`config.mk`:
```
export PLATFORM = sky130hd
export DESIGN_NAME = asr_device_flat
export DESIGN_NICKNAME = d
export VERILOG_FILES = /design/src/asr_pkg.sv /design/src/asr_link_if.sv /design/src/asr_device.sv /design/src/flat_wrapper.sv
export VERILOG_INCLUDE_DIRS = /design/src /design/src/src
export SDC_FILE = /design/constraint.sdc
export NUM_CORES = 1
export LEC_CHECK = 0
export BUFFER_PORTS_ARGS = -buffer_cell sky130_fd_sc_hd__buf_2
export CORE_MARGIN = 4
export CORE_UTILIZATION = 55
export DETAILED_ROUTE_END_ITERATION = 12
export PLACE_DENSITY = 0.76
export SKIP_LAST_GASP = 1
export SYNTH_ARGS = -nofsm -noshare
export SYNTH_HDL_FRONTEND = slang
export SYNTH_SLANG_ARGS = --single-unit
```
`constraint.sdc`:
```
create_clock -name i_mclk -period 4 [get_ports i_mclk]
set_input_delay 0.2 -clock i_mclk [delete_from_list [all_inputs] [get_ports i_mclk]]
set_output_delay 0.2 -clock i_mclk [all_outputs]
set_load 0.01 [all_outputs]
```
`src/asr_defines.svh`:
```
`ifndef ASR_DEFINES_SVH
`define ASR_DEFINES_SVH

// Local clock rate in MHz (5 ns period)
`define ASR_MCLK_MHZ 200

// Result width and link pin positions in the sampled pin vector
`define ASR_RES_BITS 16
`define ASR_PIN_SCK 0
`define ASR_PIN_CS_N 1
`define ASR_PIN_RC_N 2
`define ASR_PIN_TAG 3
`define ASR_PIN_SEL 4
`define ASR_PIN_COUNT 5

// Synchroniser depth on every pin input
`define ASR_SYNC_STAGES 2

// Pulse numbers of the readout frame
`define ASR_PULSE_SYNC 5'h01
`define ASR_PULSE_MSB 5'h02
`define ASR_PULSE_LSB 5'h11
`define ASR_PULSE_TAG 5'h12
`define ASR_PULSE_END 5'h13

// Times in ns as printed
`define ASR_T_BUSY_MAX_NS 83
`define ASR_T_RC_SCK_MIN_NS 15
`define ASR_T_SYNC_NS 50
`define ASR_T_DATA_NS 40
`define ASR_T_CONV_NS 5000

// Times in cycles: longest rounds down, least rounds up
`define ASR_BUSY_MAX_CYC ((`ASR_T_BUSY_MAX_NS * `ASR_MCLK_MHZ) / 1000)
`define ASR_RC_SCK_MIN_CYC ((`ASR_T_RC_SCK_MIN_NS * `ASR_MCLK_MHZ + 999) / 1000)
`define ASR_SYNC_CYC ((`ASR_T_SYNC_NS * `ASR_MCLK_MHZ) / 1000)
`define ASR_DATA_CYC ((`ASR_T_DATA_NS * `ASR_MCLK_MHZ) / 1000)
`define ASR_CONV_CYC ((`ASR_T_CONV_NS * `ASR_MCLK_MHZ) / 1000)

// Host shift clock half period; 8 cycles gives 12.5 MHz, above the 10 MHz floor
`define ASR_HOST_HALF_CYC 8
`define ASR_SCK_MIN_MHZ 10

`endif

```
`src/asr_pkg.sv`:
```
package asr_pkg;

  // Converter state of the device end
  typedef enum logic [1:0] {
    ASR_DEV_IDLE = 2'b01,
    ASR_DEV_CONV = 2'b10
  } asr_dev_state_e;

  // Sequencer state of the host end
  typedef enum logic [3:0] {
    ASR_HST_IDLE = 4'b0001,
    ASR_HST_START = 4'b0010,
    ASR_HST_READ = 4'b0100,
    ASR_HST_DONE = 4'b1000
  } asr_hst_state_e;

endpackage

```
`src/asr_link_if.sv`:
```
`timescale 1ns/1ps
`default_nettype none

// Pins between converter and host controller
interface asr_link_if;
  logic serial_shift_clock; // Continuous readout clock from host
  logic cs_n; // Chip select, active low
  logic rc_n; // Read high, convert low
  logic tag; // Tag bit echoed after the result
  logic clock_source_select; // High selects external shift clock
  logic busy_n; // Low while converting
  logic data; // Serial sync, result and tag

  // Converter end
  modport device (
    input serial_shift_clock, cs_n, rc_n, tag, clock_source_select,
    output busy_n, data
  );

  // Host controller end
  modport host (
    output serial_shift_clock, cs_n, rc_n, tag, clock_source_select,
    input busy_n, data
  );
endinterface

`default_nettype wire

```
`src/asr_device.sv`:
```
`timescale 1ns/1ps
`default_nettype none
`include "asr_defines.svh"
// Function
// [RULE1] Source select high enables external clock readout
// [RULE2] Sync armed by clock edge, select high/both low
// [RULE3] Host toggles chip select, never tied low
// [RULE4] Convert low with select low starts, arms sync
// [RULE5] Busy falls within 83 ns of convert
// [RULE6] Host waits over 15 ns before pulse one
// [RULE7] Sync appears 50 ns after pulse one
// [RULE8] MSB 40 ns after pulse two
// [RULE9] LSB held through pulse seventeen fall
// [RULE10] Tag from pulse two sent after eighteen
// [RULE11] Previous result shifted during current conversion
// [RULE12] Host reads within first half of busy
// [RULE13] Host shift clock at least 10 MHz
// [RULE14] Host keeps select low, convert high reading
// [RULE15] Sixteen bits MSB first, pulses two-seventeen
module asr_device
  import asr_pkg::*;
#(
  parameter int WIDTH = `ASR_RES_BITS,
  parameter int CONV_CYC = `ASR_CONV_CYC
)(
  // Clock, reset and enable
  input wire logic i_mclk,
  input wire logic i_arst_n,
  input wire logic i_ce,
  // Link to the host controller
  asr_link_if.device lnk,
  // Converter core side
  input wire logic [WIDTH-1:0] i_sample,
  output logic o_converting,
  output logic [WIDTH-1:0] o_result
);

  localparam int CW = $clog2(CONV_CYC + 1);

  // Two-stage pin synchroniser
  logic [`ASR_PIN_COUNT-1:0] pin_raw; // Pins as they arrive
  logic [`ASR_PIN_COUNT-1:0] pin_s1; // First stage, read only by pin_s2
  logic [`ASR_PIN_COUNT-1:0] pin_s2; // Settled pins
  logic sck_prev; // Shift clock one cycle back
  logic rc_prev; // Convert line one cycle back

  // Decoded pin levels and events
  logic sck;
  logic cs_n;
  logic rc_n;
  logic tag_in;
  logic ext_mode;
  logic sck_rise;
  logic sck_edge;
  logic rc_fall;
  logic start_req;

  // Converter state
  asr_dev_state_e state; // Idle or converting
  logic [CW-1:0] conv_cnt; // Cycles left in conversion
  logic busy_n; // Busy pin register
  logic [WIDTH-1:0] result; // Last finished result

  // Readout state
  logic armed; // Sync generation enabled
  logic [4:0] pulse; // Rising edges counted in frame
  logic [4:0] next_pulse; // Pulse number of this edge
  logic frame_rise; // Counted edge of a read frame
  logic [WIDTH-1:0] shadow; // Previous result being shifted
  logic tag_held; // Tag sampled at pulse two
  logic sched; // A new output bit is due
  logic sched_val; // Value of that bit
  logic [3:0] sched_dly; // Its delay in cycles
  logic pend_v; // Delayed bit waiting
  logic pend; // Delayed bit value
  logic [3:0] dly; // Cycles left before driving
  logic data_q; // Data pin register

  // Gather the pins into one vector
  assign pin_raw[`ASR_PIN_SCK] = lnk.serial_shift_clock;
  assign pin_raw[`ASR_PIN_CS_N] = lnk.cs_n;
  assign pin_raw[`ASR_PIN_RC_N] = lnk.rc_n;
  assign pin_raw[`ASR_PIN_TAG] = lnk.tag;
  assign pin_raw[`ASR_PIN_SEL] = lnk.clock_source_select;

  // Synchronise all pins and keep last levels
  always_ff @(posedge i_mclk or negedge i_arst_n)
  begin
    if (!i_arst_n)
    begin
      pin_s1 <= 5'h06;
      pin_s2 <= 5'h06;
      sck_prev <= 1'b0;
      rc_prev <= 1'b1;
    end
    else if (i_ce)
    begin
      pin_s1 <= pin_raw;
      pin_s2 <= pin_s1;
      sck_prev <= pin_s2[`ASR_PIN_SCK];
      rc_prev <= pin_s2[`ASR_PIN_RC_N];
    end
  end

  // Settled levels and detected edges
  assign sck = pin_s2[`ASR_PIN_SCK];
  assign cs_n = pin_s2[`ASR_PIN_CS_N];
  assign rc_n = pin_s2[`ASR_PIN_RC_N];
  assign tag_in = pin_s2[`ASR_PIN_TAG];
  assign ext_mode = pin_s2[`ASR_PIN_SEL]; // RULE1
  assign sck_rise = sck & ~sck_prev;
  assign sck_edge = sck ^ sck_prev;
  assign rc_fall = rc_prev & ~rc_n;

  // Convert request: convert falls while selected and idle
  assign start_req = rc_fall & ~cs_n & (state == ASR_DEV_IDLE); // RULE4

  // Conversion sequencer and busy pin
  always_ff @(posedge i_mclk or negedge i_arst_n)
  begin
    if (!i_arst_n)
    begin
      state <= ASR_DEV_IDLE;
      conv_cnt <= '0;
      busy_n <= 1'b1;
      result <= '0;
      o_converting <= 1'b0;
    end
    else if (i_ce)
    begin
      unique case (state)
        ASR_DEV_IDLE:
        begin
          // Busy falls one cycle after the settled edge
          if (start_req)
          begin
            state <= ASR_DEV_CONV;
            busy_n <= 1'b0; // RULE5
            o_converting <= 1'b1;
            conv_cnt <= CW'(CONV_CYC - 1);
          end
        end
        ASR_DEV_CONV:
        begin
          // Finish: store new result and release busy
          if (conv_cnt == '0)
          begin
            state <= ASR_DEV_IDLE;
            busy_n <= 1'b1;
            result <= i_sample;
            o_converting <= 1'b0;
          end
          else
          begin
            conv_cnt <= conv_cnt - 1'b1;
          end
        end
      endcase
    end
  end

  // A counted rising edge of an active read frame
  assign frame_rise = sck_rise & armed & ~cs_n & rc_n & ext_mode; // RULE14
  assign next_pulse = pulse + 5'h01;

  // Frame pulse counter and sync arming
  always_ff @(posedge i_mclk or negedge i_arst_n)
  begin
    if (!i_arst_n)
    begin
      armed <= 1'b0;
      pulse <= 5'h00;
    end
    else if (i_ce)
    begin
      if (!ext_mode)
      begin
        // Internal clock mode: no external readout
        armed <= 1'b0;
        pulse <= 5'h00;
      end
      else if (sck_edge && (cs_n || !rc_n))
      begin
        // Transition while deselected or converting arms sync
        armed <= 1'b1; // RULE2
        pulse <= 5'h00; // RULE4
      end
      else if (frame_rise)
      begin
        // Frame ends after the tag pulse
        if (next_pulse == `ASR_PULSE_END)
        begin
          armed <= 1'b0;
          pulse <= 5'h00;
        end
        else
        begin
          pulse <= next_pulse;
        end
      end
    end
  end

  // Bit due on this edge and its delay
  always_comb
  begin
    sched = frame_rise;
    sched_val = 1'b0;
    sched_dly = 4'(`ASR_DATA_CYC);
    if (next_pulse == `ASR_PULSE_SYNC)
    begin
      // Sync marker, later than data bits
      sched_val = 1'b1; // RULE7
      sched_dly = 4'(`ASR_SYNC_CYC); // RULE7
    end
    else if (next_pulse >= `ASR_PULSE_MSB && next_pulse <= `ASR_PULSE_LSB)
    begin
      // Result bits, most significant first
      sched_val = shadow[WIDTH-1]; // RULE8 RULE15
    end
    else if (next_pulse == `ASR_PULSE_TAG)
    begin
      // Tag echo follows the last bit
      sched_val = tag_held; // RULE10
    end
  end

  // Shadow register: loads old result at start, shifts per bit
  always_ff @(posedge i_mclk or negedge i_arst_n)
  begin
    if (!i_arst_n)
    begin
      shadow <= '0;
      tag_held <= 1'b0;
    end
    else if (i_ce)
    begin
      if (start_req)
      begin
        // Previous conversion stays readable during this one
        shadow <= result; // RULE11
      end
      else if (frame_rise && next_pulse >= `ASR_PULSE_MSB && next_pulse <= `ASR_PULSE_LSB)
      begin
        shadow <= {shadow[WIDTH-2:0], 1'b0}; // RULE15
      end
      // Tag sampled on the MSB edge
      if (frame_rise && next_pulse == `ASR_PULSE_MSB)
      begin
        tag_held <= tag_in; // RULE10
      end
    end
  end

  // Output delay line: a bit lands a fixed time after its edge
  always_ff @(posedge i_mclk or negedge i_arst_n)
  begin
    if (!i_arst_n)
    begin
      pend_v <= 1'b0;
      pend <= 1'b0;
      dly <= 4'h0;
      data_q <= 1'b0;
    end
    else if (i_ce)
    begin
      if (sched)
      begin
        // LSB stays on the pin until this new bit lands
        pend_v <= 1'b1; // RULE9
        pend <= sched_val;
        dly <= sched_dly - 4'h1;
      end
      else if (pend_v)
      begin
        if (dly == 4'h0)
        begin
          data_q <= pend;
          pend_v <= 1'b0;
        end
        else
        begin
          dly <= dly - 4'h1;
        end
      end
      else if (cs_n)
      begin
        // Deselected: data pin rests low
        data_q <= 1'b0;
      end
    end
  end

  // Pins and user outputs
  assign lnk.busy_n = busy_n;
  assign lnk.data = data_q;
  assign o_result = result;

endmodule

`default_nettype wire

```
`src/flat_wrapper.sv`:
```
// flat-port wrapper written by rule: the top's interface ports become plain ports
module asr_device_flat import asr_pkg::*;
#(
  parameter int WIDTH = `ASR_RES_BITS,
  parameter int CONV_CYC = `ASR_CONV_CYC
)
  (i_mclk, i_arst_n, i_ce, i_sample, o_converting, o_result, lnk_serial_shift_clock, lnk_cs_n, lnk_rc_n, lnk_tag, lnk_clock_source_select, lnk_busy_n, lnk_data);
  asr_link_if lnk_i ();
  input wire logic i_mclk;
  input wire logic i_arst_n;
  input wire logic i_ce;
  input wire logic [WIDTH-1:0] i_sample;
  output logic o_converting;
  output logic [WIDTH-1:0] o_result;
  input wire logic [$bits(lnk_i.serial_shift_clock)-1:0] lnk_serial_shift_clock;
  input wire logic [$bits(lnk_i.cs_n)-1:0] lnk_cs_n;
  input wire logic [$bits(lnk_i.rc_n)-1:0] lnk_rc_n;
  input wire logic [$bits(lnk_i.tag)-1:0] lnk_tag;
  input wire logic [$bits(lnk_i.clock_source_select)-1:0] lnk_clock_source_select;
  output wire logic [$bits(lnk_i.busy_n)-1:0] lnk_busy_n;
  output wire logic [$bits(lnk_i.data)-1:0] lnk_data;
  assign lnk_i.serial_shift_clock = lnk_serial_shift_clock;
  assign lnk_i.cs_n = lnk_cs_n;
  assign lnk_i.rc_n = lnk_rc_n;
  assign lnk_i.tag = lnk_tag;
  assign lnk_i.clock_source_select = lnk_clock_source_select;
  assign lnk_busy_n = lnk_i.busy_n;
  assign lnk_data = lnk_i.data;
  asr_device #(.WIDTH(WIDTH), .CONV_CYC(CONV_CYC)) u_core (.i_mclk(i_mclk), .i_arst_n(i_arst_n), .i_ce(i_ce), .lnk(lnk_i), .i_sample(i_sample), .o_converting(o_converting), .o_result(o_result));
endmodule
```
==> results.md <==
- Outcome: complete, no violations
- PortBufs: 42
- Vias in the first global route: 2490
- Post-CTS Setup Bufs: 0
- Yosys warns: 0
- Clock transition at the registers of the reported paths: 0.08 ns
- Setup tns final: 0 ns
- Top cell type's share of synthesized area: 45.2%
- Pleak: between 1.5 and 2 nW
- Clock buffer depth: 2
- Die Span X: 88.3 microns
- Via/cell ratio: 5.75
- Syn Inst Count: 330
- CTS sink count: 70
- Sequential cell area fraction in the yosys report: 49.6%
- Max Freq: 387 MHz
- Final worst-path cycle share: 64.7%
- Worst EP arrival: about 2.8 ns
- Final Core Density: between 60% and 70%
- Row cnt: 28
- Syn Area/Cell: about 11 sq um
- ANT nets after route: 0
- EDFF count, synth: 0
- Initial antenna violation count: 0
- CTS Buf Count: 9
- Initial drt markers: 100
- Synthesized flop and latch total: 70
- Syn Nets: 362
- Final Max Slew Viols: 0
- Final WS setup: 1.41 ns
- I/O Pins: 43
- Pre-antenna DRT Iters: 4
- Reg2Reg Depth: 6
- Layout Nets: 402
- Starting Density: around three fifths
- Least-Margin Pin Slew: 0.748 ns
- Endpoints failing hold: 0
- Antenna cells: 0
- Remaining DRCs: 0
- Fin crit period: 2.59 ns
- Pwr/cell area: about 440 mW/mm^2
- Top_reg_cell synth: dfrtp_1
- Max-Cap Viols: 0
- Fin area: 0.00401 sq mm
- Routed WL: approximately 6800 microns
- Max FO, Critical Path: 17
- Worst Hold Depth: 2
- Post-synthesis cell type count: 52
- Mapped Area: 0.00354 sq mm
- DP Worst Slack: about 1.4 ns
- Share of cells above drive strength 1: 28.8%
- Setup crit end kind: flip-flop
- Worst Hold Class: input pin to flip-flop
- Critical Setup Path Class: flip-flop to flip-flop
- Full die area: 0.00779 sq mm
- Synth area leader: dfrtp_1
- Routability cong.: 0.804
- Vias: around 2600
- Critical Path RT: 4.22 ns
- Placed Area: between 0.003 and 0.004 sq mm
- Core Footprint: slightly above 0.006 sq mm
- Hpwl dp: 4680 microns
- Synth cell count leaders: dfrtp_1, nor2_1, mux2_2
- H-tree levels: 3
- Root buf cell: clkbuf_8
- Peak VDD IR: 0.326 mV
- Drt wl/cell: 15.1 microns
- Startpoint types: flip-flop
- Die height: 88.3 microns
- TritonCTS clock tree: yes
- Global-route wire length before repair: 11800 microns
- Async set-reset flop share out of synthesis: 100%
- # setup viols final: 0
- Largest cells by area after synthesis: dfrtp_1, mux2_2, nor2_1
- Max_slew headroom: about half
- Largest net degree at the start of global routing: 37
- Unrepaired setup endpoints after global routing: false
- Total grt overflow: 0
- All-Layer GR Usage: 19.6%
- Clk_skew: 0.0120 ns
- P&R area growth vs syn: 13.0%
- Worst-Skew Late Latency: 0.34 ns
- Top-count cell post-synth: dfrtp_1
## critical path, stage by stage (launching register included)
cell      delay, ns
dfrtp_1        0.52
inv_1          0.12
ha_1           0.37
nor4_1         0.31
o41a_1         0.65
a21boi_0       0.19
o32a_1         0.31
## cell usage in the layout, fill, tap and decap left out, types with 3 or more instances in the layout
cell / count
a22o_1: 5
and3_1: 5
a21o_1: 3
or3_1: 4
xnor2_1: 8
clkbuf_8: 9
a21oi_1: 3
a211oi_1: 21
buf_2: 42
inv_1: 7
mux2_2: 29
nor3_1: 7
nand2_1: 18
o21ai_0: 12
nor2_1: 51
ha_1: 8
nor4_1: 5
dfrtp_1: 64
dfstp_2: 6
nand3_1: 4
nand2b_1: 3
a211oi_2: 10
and2_1: 4
nor2b_1: 4
buf_4: 3
## routing by layer
| layer | vias to the layer above | routed length, microns | GRT usage [%] |
|---|---|---|---|
| li1 | 1283 | - | - |
| met1 | 1237 | 3300 | 28.1 |
| met2 | 60 | 3130 | 29.4 |
| met3 | 6 | 320 | 5.03 |
| met4 | 0 | 57 | 6.18 |
| met5 | - | 0 | 0 |
## worst paths after layout
path | startpoint | to | slack (ns)
setup / recovery | u_core.pulse[0] | u_core.pend | 1.41
hold / removal | i_sample[10] | u_core.o_result[10] | 0.08
setup reg to reg | u_core.pulse[0] | u_core.pend | 1.41
hold reg to reg | u_core.pin_s1[0] | u_core.pin_s1[0] | 0.51
max in group asynchronous | i_arst_n | u_core.shadow[12] | 2.61
min in group asynchronous | i_arst_n | u_core.pin_s1[4] | 0.47
## per-stage QoR
step	cells	hold WS [ns]	total power, mW
5_1_grt	450	0.0602	1.89
6_report	450	0.0843	1.78
3_5_place_dp	433	0.313	1.18
4_1_cts	450	0.0650	1.80
3_3_place_gp	433	0.318	1.17
2_1_floorplan	330	-0.0956	1.10
## cell type report
cell class                 count  area, sq um
sequential                    70         1760
inverter                       7         26.3
fill                         487         2090
clock buffer                  10          128
multi-input combinational    236         1670
timing repair buffer          46          243
clock inverter                 6         87.6
tap                           75         93.8
## cells by family after synthesis
group,share of synthesized area (%)
buffers and inverters,3.28
DFF,49.6
muxes,9.78
and+or+nand+nor,15.3
AOI/OAI and AO/OA,16.7
adders and majority gates,2.82
xor gates and xnor gates,2.47
## registers in the layout, indices dropped and copies added (netlist names), 2 cells and up
| signal | count |
|---|---|
| u_core.dly | 4 |
| u_core.pin_s2 | 5 |
| u_core.shadow | 16 |
| u_core.conv_cnt | 10 |
| u_core.pin_s1 | 5 |
| u_core.o_result | 16 |
| u_core.pulse | 5 |
| u_core.state | 2 |
## what timing repair did
action	in CTS	in global routing
endpoints found under the setup margin	0	0
gates resized for setup	0	0
hold endpoints to repair	29	0
hold buffers	1	0
## report_power, final
group / switching (mW) / total, mW / internal, mW / leakage, nW
Sequential: 0.0793 / 0.889 / 0.809 / 0.884
Combinational: 0.139 / 0.282 / 0.143 / 0.872
Clock: 0.260 / 0.611 / 0.351 / 0.110
Total: 0.478 / 1.78 / 1.30 / 1.87
Note: power is estimated with default switching activity, not from simulation.
